File: config.mk
export PLATFORM = sky130hd
export DESIGN_NAME = subtract_borrow_and_decrement_skip
export DESIGN_NICKNAME = d
export VERILOG_FILES = /design/src/sbd_pkg.sv /design/src/sub_borrow_alu.sv /design/src/subtract_borrow_and_decrement_skip.sv
export SDC_FILE = /design/constraint.sdc
export NUM_CORES = 1
export LEC_CHECK = 0
export ABC_AREA = 1
export BUFFER_PORTS_ARGS = -buffer_cell sky130_fd_sc_hd__buf_2
export CAP_MARGIN = 10
export CORE_MARGIN = 10
export CORE_UTILIZATION = 40
export CTS_BUF_LIST = sky130_fd_sc_hd__clkbuf_16
export DETAILED_ROUTE_END_ITERATION = 12
export PLACE_DENSITY = 0.63
export SLEW_MARGIN = 20
export SYNTH_ARGS = -nofsm -noshare
export SYNTH_HDL_FRONTEND = slang
export SYNTH_HIERARCHICAL = 1
export SYNTH_SLANG_ARGS = --single-unit
File: constraint.sdc
create_clock -name core_clk_in -period 3.2 [get_ports core_clk_in]
set_input_delay 0.32 -clock core_clk_in [delete_from_list [all_inputs] [get_ports core_clk_in]]
set_output_delay 0.32 -clock core_clk_in [all_outputs]
set_load 0.01 [all_outputs]
File: src/sbd_pkg.sv
// Shared constants and types for the subtract-with-borrow and decrement-skip datapath
package sbd_pkg;

  // ==========================================================================
  // Widths
  localparam int DATA_W   = 8;
  localparam int NIBBLE_W = 4;

  // ==========================================================================
  // Reset values
  localparam logic [DATA_W-1:0] ACC_RESET  = 8'h00;
  localparam logic              FLAG_RESET = 1'b0;
  localparam logic [DATA_W-1:0] DATA_ZERO  = 8'h00;

  // ==========================================================================
  // Decrement step and cycle figures
  localparam logic [DATA_W-1:0] DEC_STEP       = 8'h01;
  localparam int                SKIP_CYCLES    = 2;
  localparam int                NO_SKIP_CYCLES = 1;

  // ==========================================================================
  // Instructions served and sequencer states
  typedef enum logic [1:0]
  {
    subtract_with_borrow_to_acc,
    subtract_with_borrow_to_mem,
    decrement_skip_zero_mem,
    decrement_skip_zero_acc
  } op_code_e;

  typedef enum logic
  {
    ST_EXEC,
    ST_DUMMY
  } seq_state_e;

endpackage

File: src/sub_borrow_alu.sv
// Subtractor with borrow-in, giving difference, carry, aux carry and overflow
`timescale 1ns/1ps
module sub_borrow_alu
  import sbd_pkg::*;
#(
  parameter int W = DATA_W
)
(
  // Operands
  input  wire logic [W-1:0] minuend_in,
  input  wire logic [W-1:0] subtrahend_in,
  input  wire logic         borrow_in,
  // Results
  output logic      [W-1:0] diff_out,
  output logic              no_borrow_out,
  output logic              aux_no_borrow_out,
  output logic              overflow_out
);

  logic [W:0]        full_diff;
  logic [NIBBLE_W:0] low_diff;

  assign full_diff = {1'b0, minuend_in} - {1'b0, subtrahend_in} - {{W{1'b0}}, borrow_in};
  assign low_diff  = {1'b0, minuend_in[NIBBLE_W-1:0]}
                   - {1'b0, subtrahend_in[NIBBLE_W-1:0]}
                   - {{NIBBLE_W{1'b0}}, borrow_in};

  assign diff_out          = full_diff[W-1:0];
  // Carry is the inverse of the borrow out of the top bit
  assign no_borrow_out     = ~full_diff[W];
  assign aux_no_borrow_out = ~low_diff[NIBBLE_W];
  assign overflow_out      = (minuend_in[W-1] ^ subtrahend_in[W-1])
                           & (minuend_in[W-1] ^ full_diff[W-1]);

endmodule

File: src/subtract_borrow_and_decrement_skip.sv
// Datapath slice: subtract with borrow to acc or memory, decrement and skip if zero
// Notes on behaviour
// - Immediate subtract: accumulator minus operand minus inverted carry, back into accumulator.
// - After any subtract, carry is 0 on negative difference, else 1.
// - Both subtracts update overflow, zero, aux carry, carry, signed and compare flags.
// - Memory subtract: accumulator minus memory byte minus inverted carry, written to memory.
// - Memory decrement: byte minus one stored back; skip next when result zero.
// - A skip inserts one dummy cycle, so the instruction takes two cycles.
// - Accumulator decrement: byte minus one into accumulator, memory untouched, skip on zero.
// - Nonzero decrement result continues with next instruction, no skip, no dummy cycle.
`timescale 1ns/1ps
module subtract_borrow_and_decrement_skip
  import sbd_pkg::*;
#(
  parameter int DW = DATA_W
)
(
  // Clock and reset
  input  wire logic          core_clk_in,
  input  wire logic          rst_n_in,
  // Instruction from the sequencer; operand is the immediate or the memory byte
  input  wire logic          op_valid_in,
  input  op_code_e           op_code_in,
  input  wire logic [DW-1:0] operand_in,
  // Direct loads of accumulator and carry from other instructions
  input  wire logic          acc_load_in,
  input  wire logic [DW-1:0] acc_load_data_in,
  input  wire logic          carry_load_in,
  input  wire logic          carry_load_data_in,
  // Sequencer handshake
  output logic               op_ready_out,
  output logic               op_done_out,
  output logic               skip_out,
  output logic               dummy_cycle_out,
  // Data memory write
  output logic               mem_wr_out,
  output logic [DW-1:0]      mem_wdata_out,
  // Architectural state
  output logic [DW-1:0]      acc_out,
  output logic               carry_out,
  output logic               aux_carry_out,
  output logic               zero_out,
  output logic               overflow_out,
  output logic               signed_compare_out,
  output logic               compare_zero_out
);

  // ==========================================================================
  // Elaboration check
  if (DW != DATA_W)
  begin : g_width_check
    $error("DW must equal DATA_W; flag positions are fixed");
  end

  // ==========================================================================
  // Operand selection and subtractor
  logic          take;
  logic          is_dec;
  logic [DW-1:0] minuend;
  logic [DW-1:0] subtrahend;
  logic          borrow;
  logic [DW-1:0] diff;
  logic          nxt_carry;
  logic          nxt_aux;
  logic          nxt_ovf;
  logic          diff_zero;
  logic          do_skip;
  seq_state_e    state_ff;

  assign take   = op_valid_in & op_ready_out;
  assign is_dec = (op_code_in == decrement_skip_zero_mem)
                | (op_code_in == decrement_skip_zero_acc);

  assign minuend    = is_dec ? operand_in : acc_out;
  assign subtrahend = is_dec ? DEC_STEP   : operand_in;
  assign borrow     = is_dec ? 1'b0       : ~carry_out;

  sub_borrow_alu #(
    .W (DW)
  ) u_alu (
    .minuend_in        (minuend),
    .subtrahend_in     (subtrahend),
    .borrow_in         (borrow),
    .diff_out          (diff),
    .no_borrow_out     (nxt_carry),
    .aux_no_borrow_out (nxt_aux),
    .overflow_out      (nxt_ovf)
  );

  assign diff_zero = (diff == DATA_ZERO);
  assign do_skip   = take & is_dec & diff_zero;

  // ==========================================================================
  // Sequencer: one dummy cycle after a skipping decrement
  always_ff @(posedge core_clk_in)
  begin
    if (!rst_n_in)
    begin
      state_ff     <= ST_EXEC;
      op_ready_out <= 1'b1;
    end
    else
    begin
      unique case (state_ff)
        ST_EXEC:
        begin
          if (do_skip)
          begin
            state_ff     <= ST_DUMMY;
            op_ready_out <= 1'b0;
          end
        end
        ST_DUMMY:
        begin
          state_ff     <= ST_EXEC;
          op_ready_out <= 1'b1;
        end
      endcase
    end
  end

  always_ff @(posedge core_clk_in)
  begin
    if (!rst_n_in)
    begin
      op_done_out     <= 1'b0;
      skip_out        <= 1'b0;
      dummy_cycle_out <= 1'b0;
    end
    else
    begin
      op_done_out     <= take;
      skip_out        <= do_skip;
      dummy_cycle_out <= do_skip;
    end
  end

  // ==========================================================================
  // Data memory write
  always_ff @(posedge core_clk_in)
  begin
    if (!rst_n_in)
    begin
      mem_wr_out    <= 1'b0;
      mem_wdata_out <= DATA_ZERO;
    end
    else
    begin
      mem_wr_out <= take & ((op_code_in == subtract_with_borrow_to_mem)
                          | (op_code_in == decrement_skip_zero_mem));
      if (take)
      begin
        mem_wdata_out <= diff;
      end
    end
  end

  // ==========================================================================
  // Accumulator; an accepted accumulator-target instruction wins over a direct load
  always_ff @(posedge core_clk_in)
  begin
    if (!rst_n_in)
    begin
      acc_out <= ACC_RESET;
    end
    else if (take && ((op_code_in == subtract_with_borrow_to_acc)
                   || (op_code_in == decrement_skip_zero_acc)))
    begin
      acc_out <= diff;
    end
    else if (acc_load_in)
    begin
      acc_out <= acc_load_data_in;
    end
  end

  // ==========================================================================
  // Flags: set by subtracts, carry also by direct load; decrements leave every flag alone
  always_ff @(posedge core_clk_in)
  begin
    if (!rst_n_in)
    begin
      carry_out          <= FLAG_RESET;
      aux_carry_out      <= FLAG_RESET;
      zero_out           <= FLAG_RESET;
      overflow_out       <= FLAG_RESET;
      signed_compare_out <= FLAG_RESET;
      compare_zero_out   <= FLAG_RESET;
    end
    else if (take && !is_dec)
    begin
      carry_out          <= nxt_carry;
      aux_carry_out      <= nxt_aux;
      zero_out           <= diff_zero;
      overflow_out       <= nxt_ovf;
      signed_compare_out <= nxt_ovf ^ diff[DW-1];
      compare_zero_out   <= diff_zero;
    end
    else if (carry_load_in)
    begin
      carry_out <= carry_load_data_in;
    end
  end

  // ==========================================================================
  // Checks
  logic take_sub_acc;
  logic take_sub_mem;
  logic take_dec;

  assign take_sub_acc = take & (op_code_in == subtract_with_borrow_to_acc);
  assign take_sub_mem = take & (op_code_in == subtract_with_borrow_to_mem);
  assign take_dec     = take & is_dec;
endmodule

Word level (Yosys, flattened, before mapping)
Index checks and enable logic that the tools add are counted.
{"block": "word_totals", "register_bits": 26, "input_bits": 24}
{"block": "classes", "addsub": 4, "n_eq_ne": 4, "muxes": 11, "bitwise_logic": 14, "n_reduce_logical": 8}
{"op": "8-bit 2-to-1 mux", "n": 4}
{"op": "8-bit by 8-bit subtractor with 9-bit output", "n": 1}
{"op": "9-bit by 1-bit subtractor with 9-bit output", "n": 1}
{"op": "8-bit zero test", "n": 1}
{"op": "1-bit bitwise AND", "n": 5}
{"op": "1-bit 2-to-1 mux", "n": 5}
{"op": "4-bit by 4-bit subtractor with 5-bit output", "n": 1}
{"op": "5-bit by 1-bit subtractor with 5-bit output", "n": 1}
{"op": "2-bit == test (second input constant)", "n": 2}
{"op": "1-bit NOT", "n": 4}
{"op": "1-bit one-hot mux with 2 select lines", "n": 2}
{"op": "2-bit nonzero test", "n": 2}
{"op": "1-bit XOR", "n": 3}
{"op": "2-bit by 1-bit == test with 1-bit output (second input constant)", "n": 1}
{"op": "1-bit logical AND", "n": 2}
{"op": "2-bit zero test", "n": 1}
{"op": "2-bit != test (second input constant)", "n": 1}
{"op": "1-bit OR", "n": 2}
{"op": "1-bit zero test", "n": 1}
{"op": "1-bit logical OR", "n": 1}

Depth between registers and ports, before layout
{"block": "depth", "depth_word": 9, "mapped_depth": 22, "mapped_depth_nobuf": 21}

By module
Netlist, hierarchy kept.
{"mod": "subtract_borrow_and_decrement_skip", "instances": 1, "cells_per_inst": 196, "area_per_inst_um2": 1281.2}
{"mod": "sub_borrow_alu", "instances": 1, "cells_per_inst": 93, "area_per_inst_um2": 595.6}

Least setup slack after synthesis
Ideal clock, no wire load.
{"block": "synth_timing", "kind": "input -> register", "from": "input port op_code_in[0]", "to": "register op_ready_out", "arrival_time_ps": 2677, "required_time_ps": 3091, "setup_slack_ps": 414, "cell_stages": 20, "path_cell_list": "inv_1 ha_1 nor2_1 buf_2 inv_1 nor2_1 inv_1 fa_1 inv_1 ha_1 nor2_1 nor3_1 nor3_1 xnor2_1 nor2_1 nand2_1 nor2_1 nand3_1 nand2_1 inv_1"}
{"block": "synth_via", "elab_cells_between_ends": 12, "cone_classes": "add/sub: 2; eq/ne: 3; mux: 3; bitwise: 3; reduce/logical: 1"}
{"item": "start: declaration", "line_no": "subtract_borrow_and_decrement_skip.sv:23", "text": "input op_code_e op_code_in,"}
{"item": "2-bit == test, on equally long branches", "line_no": "subtract_borrow_and_decrement_skip.sv:71, subtract_borrow_and_decrement_skip.sv:72"}
{"item": "1-bit OR *", "line_no": "subtract_borrow_and_decrement_skip.sv:72", "text": "| (op_code_in == decrement_skip_zero_acc);"}
{"item": "1-bit 2-to-1 mux *", "line_no": "subtract_borrow_and_decrement_skip.sv:76", "text": "assign borrow = is_dec ? 1'b0 : ~carry_out;"}
{"item": "via borrow", "line_no": "subtract_borrow_and_decrement_skip.sv:61", "text": "logic borrow;"}
{"item": "9-bit by 1-bit subtractor with 9-bit output *", "line_no": "sub_borrow_alu.sv:23", "text": "assign full_diff = {1'b0, minuend_in} - {1'b0, subtrahend_in} - {{W{1'b0}}, borrow_in};"}
{"item": "via diff[5]", "line_no": "subtract_borrow_and_decrement_skip.sv:62", "text": "logic [DW-1:0] diff;"}
{"item": "8-bit zero test *", "line_no": "subtract_borrow_and_decrement_skip.sv:90", "text": "assign diff_zero = (diff == DATA_ZERO);"}
{"item": "1-bit bitwise AND *", "line_no": "subtract_borrow_and_decrement_skip.sv:91", "text": "assign do_skip = take & is_dec & diff_zero;"}
{"item": "2-bit != test (no line) *"}
{"item": "end signal: assignment", "line_no": "subtract_borrow_and_decrement_skip.sv:100", "text": "op_ready_out <= 1'b1;"}
{"item": "end signal: assignment", "line_no": "subtract_borrow_and_decrement_skip.sv:110", "text": "op_ready_out <= 1'b0;"}
{"item": "end signal: assignment", "line_no": "subtract_borrow_and_decrement_skip.sv:116", "text": "op_ready_out <= 1'b1;"}
{"item": "end: declaration", "line_no": "subtract_borrow_and_decrement_skip.sv:31", "text": "output logic op_ready_out,"}
Mark *: on every way through the listed nets, which the timed path passes. The rest lies on a longest branch.
A chain may end at the register's enable or synchronous reset.

Worst setup path in the final report
Ends and elaborated chain as after synthesis.

==> qor.csv <==
stage;metric;value;unit
critical_path;crit_type;in -> reg;
die;rows;24;
critical_path;reg2reg_depth;16;
route;vias_per_cell;4.66;
grt;grt_max_degree;21;
synthesis;synthDistinctLibCells;29;
critical_path;cp.required;3.36;ns
grt;grt_pass1_vias;1767;
final_layout;nets;382;
outcome;status;complete, no violations;
clock_tree;holdBufCountCts;0;
grt;grt_util_all_layers;0.123;
synthesis;syn_area_per_cell;6.49;um^2
die;die_w;88.5;um
synthesis;netlist_area;0.00188;mm^2
die;fp.dieH;88.5;um
synthesis;yosysSeqAreaShare;0.277;
timing;slew_violations;0;
clock_tree;cts_sinks;26;
final_layout;final_common_cell;inv_1;
final_layout;final_cell_area;0.00229;mm^2
timing;clock-skew-final;0.00220;ns
clock_tree;cts_root_buffer;clkbuf_16;
timing;rsz0062_at_grt;no;
clock_tree;tritoncts;built;
grt;antenna_found_initial;0;
hold_path;hold_class;in -> reg;
power;power.switching;0.000472;W
timing;setup_viol;0;
route;ant_nets;0;
final_layout;drive_above_1_share;0.218;
critical_path;start_kind;input pin;
die;ios;51;
timing;worst_hold_slack;0.400;ns
final_layout;final_cell_mix;inv_1, nand2_1, buf_2, nor2_1, dfxtp_1;
power;combPwrFrac;0.429;
synthesis;netlist_instances;289;
die;core_area;0.00444;mm^2
hold_path;holdPathStages;3;
critical_path;critPathCaptureType;flip-flop;
timing;hold_violations;0;
critical_path;arrival;3.13;ns
power;p_seq_frac;0.296;
placed_design;dp_hpwl;4.02;mm
final_layout;instances_no_fill;391;
placed_design;portBuffers;50;
clock_tree;clock_latency;0.25;ns
placed_design;place_area;0.00218;mm^2
timing;fmax;337;MHz
route;firstDrtPassIters;4;
timing;period_share;0.929;
power;finalPower;0.00130;W
grt;grt_pass1_wl;7.86;mm
final_layout;diodes;0;
timing;slew_headroom;0.758;
route;wl_per_cell;12.3;um
synthesis;syn_nets;331;
route;drc;0;
power;power_density;567;mW/mm^2
synthesis;ys_seq_elements;26;
final_layout;area_delta_synth_final;21.9;%
grt;grt_overflow;0;
power;leakage;1.32;nW
die;start_util;0.422;
clock_tree;numCtsBuffers;3;
clock_tree;cts_resized;0;
power;ir_drop;0.000280;V
route;drt-total-wl;4.80;mm
final_layout;n_fill_cell;469;
die;die_area;0.00783;mm^2
job;cap_violations;0;
route;drtIter0Drc;73;
power;intPower;0.000824;W
timing;worst_pin_slew;0.363;ns
clock_tree;clk_pin_slew;0.06;ns
timing;period_needed;2.97;ns
synthesis;yosysWarningCount;6;
placed_design;place_congestion;0.863;
route;via_count;1821;
critical_path;path_max_fanout;20;
clock_tree;post-cts-setup-buffers;0;
clock_tree;clockBufferDepth;2;
placed_design;dp_cells;387;
final_layout;postLayoutCoreUtil;0.515;
power;clock_power_share;0.275;
clock_tree;cts.htree.levels;1;
power;switching_share;0.364;
-- worst max-delay path, cell delays in order --
cell,delay [ns]
buf_2,0.09
inv_1,0.04
ha_1,0.19
nor2_2,0.13
buf_12,0.17
inv_1,0.13
nor2_1,0.12
inv_1,0.06
fa_1,0.52
inv_1,0.05
ha_1,0.17
nor2_1,0.13
nor3_1,0.07
nor3_2,0.20
xnor2_1,0.13
nor2_1,0.12
nand2_1,0.06
nor2_1,0.19
nand3_1,0.13
nand2_1,0.08
inv_1,0.03
-- flip-flops by register name, indices dropped and copies added, names as in the netlist --
name                cells
compare_zero_out        1
overflow_out            1
op_done_out             1
aux_carry_out           1
carry_out               1
signed_compare_out      1
mem_wr_out              1
dummy_cycle_out         1
acc_out                 8
state_ff                1
mem_wdata_out           8
op_ready_out            1
-- logic make-up after synthesis --
kind of cell,synth area share
AOI/OAI and AO/OA,0.131
xor gates and xnor gates,0.0373
adders and majority gates,0.128
buffers and inverters,0.159
DFF,0.277
and+or+nand+nor,0.267
-- metal layers --
metal / up-vias / part of all wire / GRT usage
met5: - / 0 / 0
met4: 0 / 0 / 0.0206
met3: 0 / 0.075 / 0.0414
met2: 48 / 0.47 / 0.206
met1: 797 / 0.46 / 0.151
li1: 976 / - / -
-- cells in the mapped netlist, drive strengths merged --
| cell | instances | area, um^2 |
|---|---|---|
| o21ai | 29 | 153 |
| xor2 | 5 | 43.8 |
| xnor2 | 3 | 26.3 |
| a21o | 2 | 15.0 |
| ha | 16 | 200 |
| nor3 | 2 | 10.0 |
| clkbuf | 1 | 3.75 |
| o21bai | 1 | 7.51 |
| a31oi | 1 | 6.26 |
| buf | 7 | 55.1 |
| nand4 | 1 | 6.26 |
| nand3 | 9 | 60.1 |
| clkinv | 1 | 3.75 |
| nor2 | 49 | 186 |
| a21oi | 12 | 63.8 |
| dfxtp | 26 | 521 |
| inv | 63 | 236 |
| nand2 | 59 | 239 |
| fa | 2 | 40.0 |
-- power by group through the flow --
stage          logic, W  clock network [W]  registers, W
2_1_floorplan  0.000366                  0      0.000406
3_3_place_gp   0.000546                  0      0.000391
3_5_place_dp   0.000553                  0      0.000392
4_1_cts        0.000558           0.000364      0.000384
5_1_grt        0.000636           0.000377      0.000389
6_report       0.000557           0.000356      0.000384
-- final cells by class --
cell class                      count  area [um^2]  share of cell area
Tap cell                           52         65.1              0.0284
Timing Repair Buffer               54          293               0.128
Inverter                           64          240               0.105
Clock buffer                        3         75.1              0.0328
Sequential cell                    26          520               0.227
Multi-Input combinational cell    191         1060               0.465
Clock inverter                      1         30.0              0.0131
-- path summary, 6_finish.rpt --
check / endpoint / slack (ns) / start
worst min-delay path: mem_wr_out / 0.40 / op_valid_in
worst max register to register: op_ready_out / 0.64 / acc_out[4]
worst max-delay path: op_ready_out / 0.23 / op_code_in[0]
worst min register to register: acc_out[1] / 0.47 / acc_out[1]
-- stage by stage --
stage	TNS (ns)	setup slack, ns
2_1_floorplan	0	0.414
4_1_cts	0	0.172
5_1_grt	0	0.0306
3_3_place_gp	0	0.0933
3_5_place_dp	-0.0506	-0.0506
6_report	0	0.228
Power figures use the tool's default switching activity.
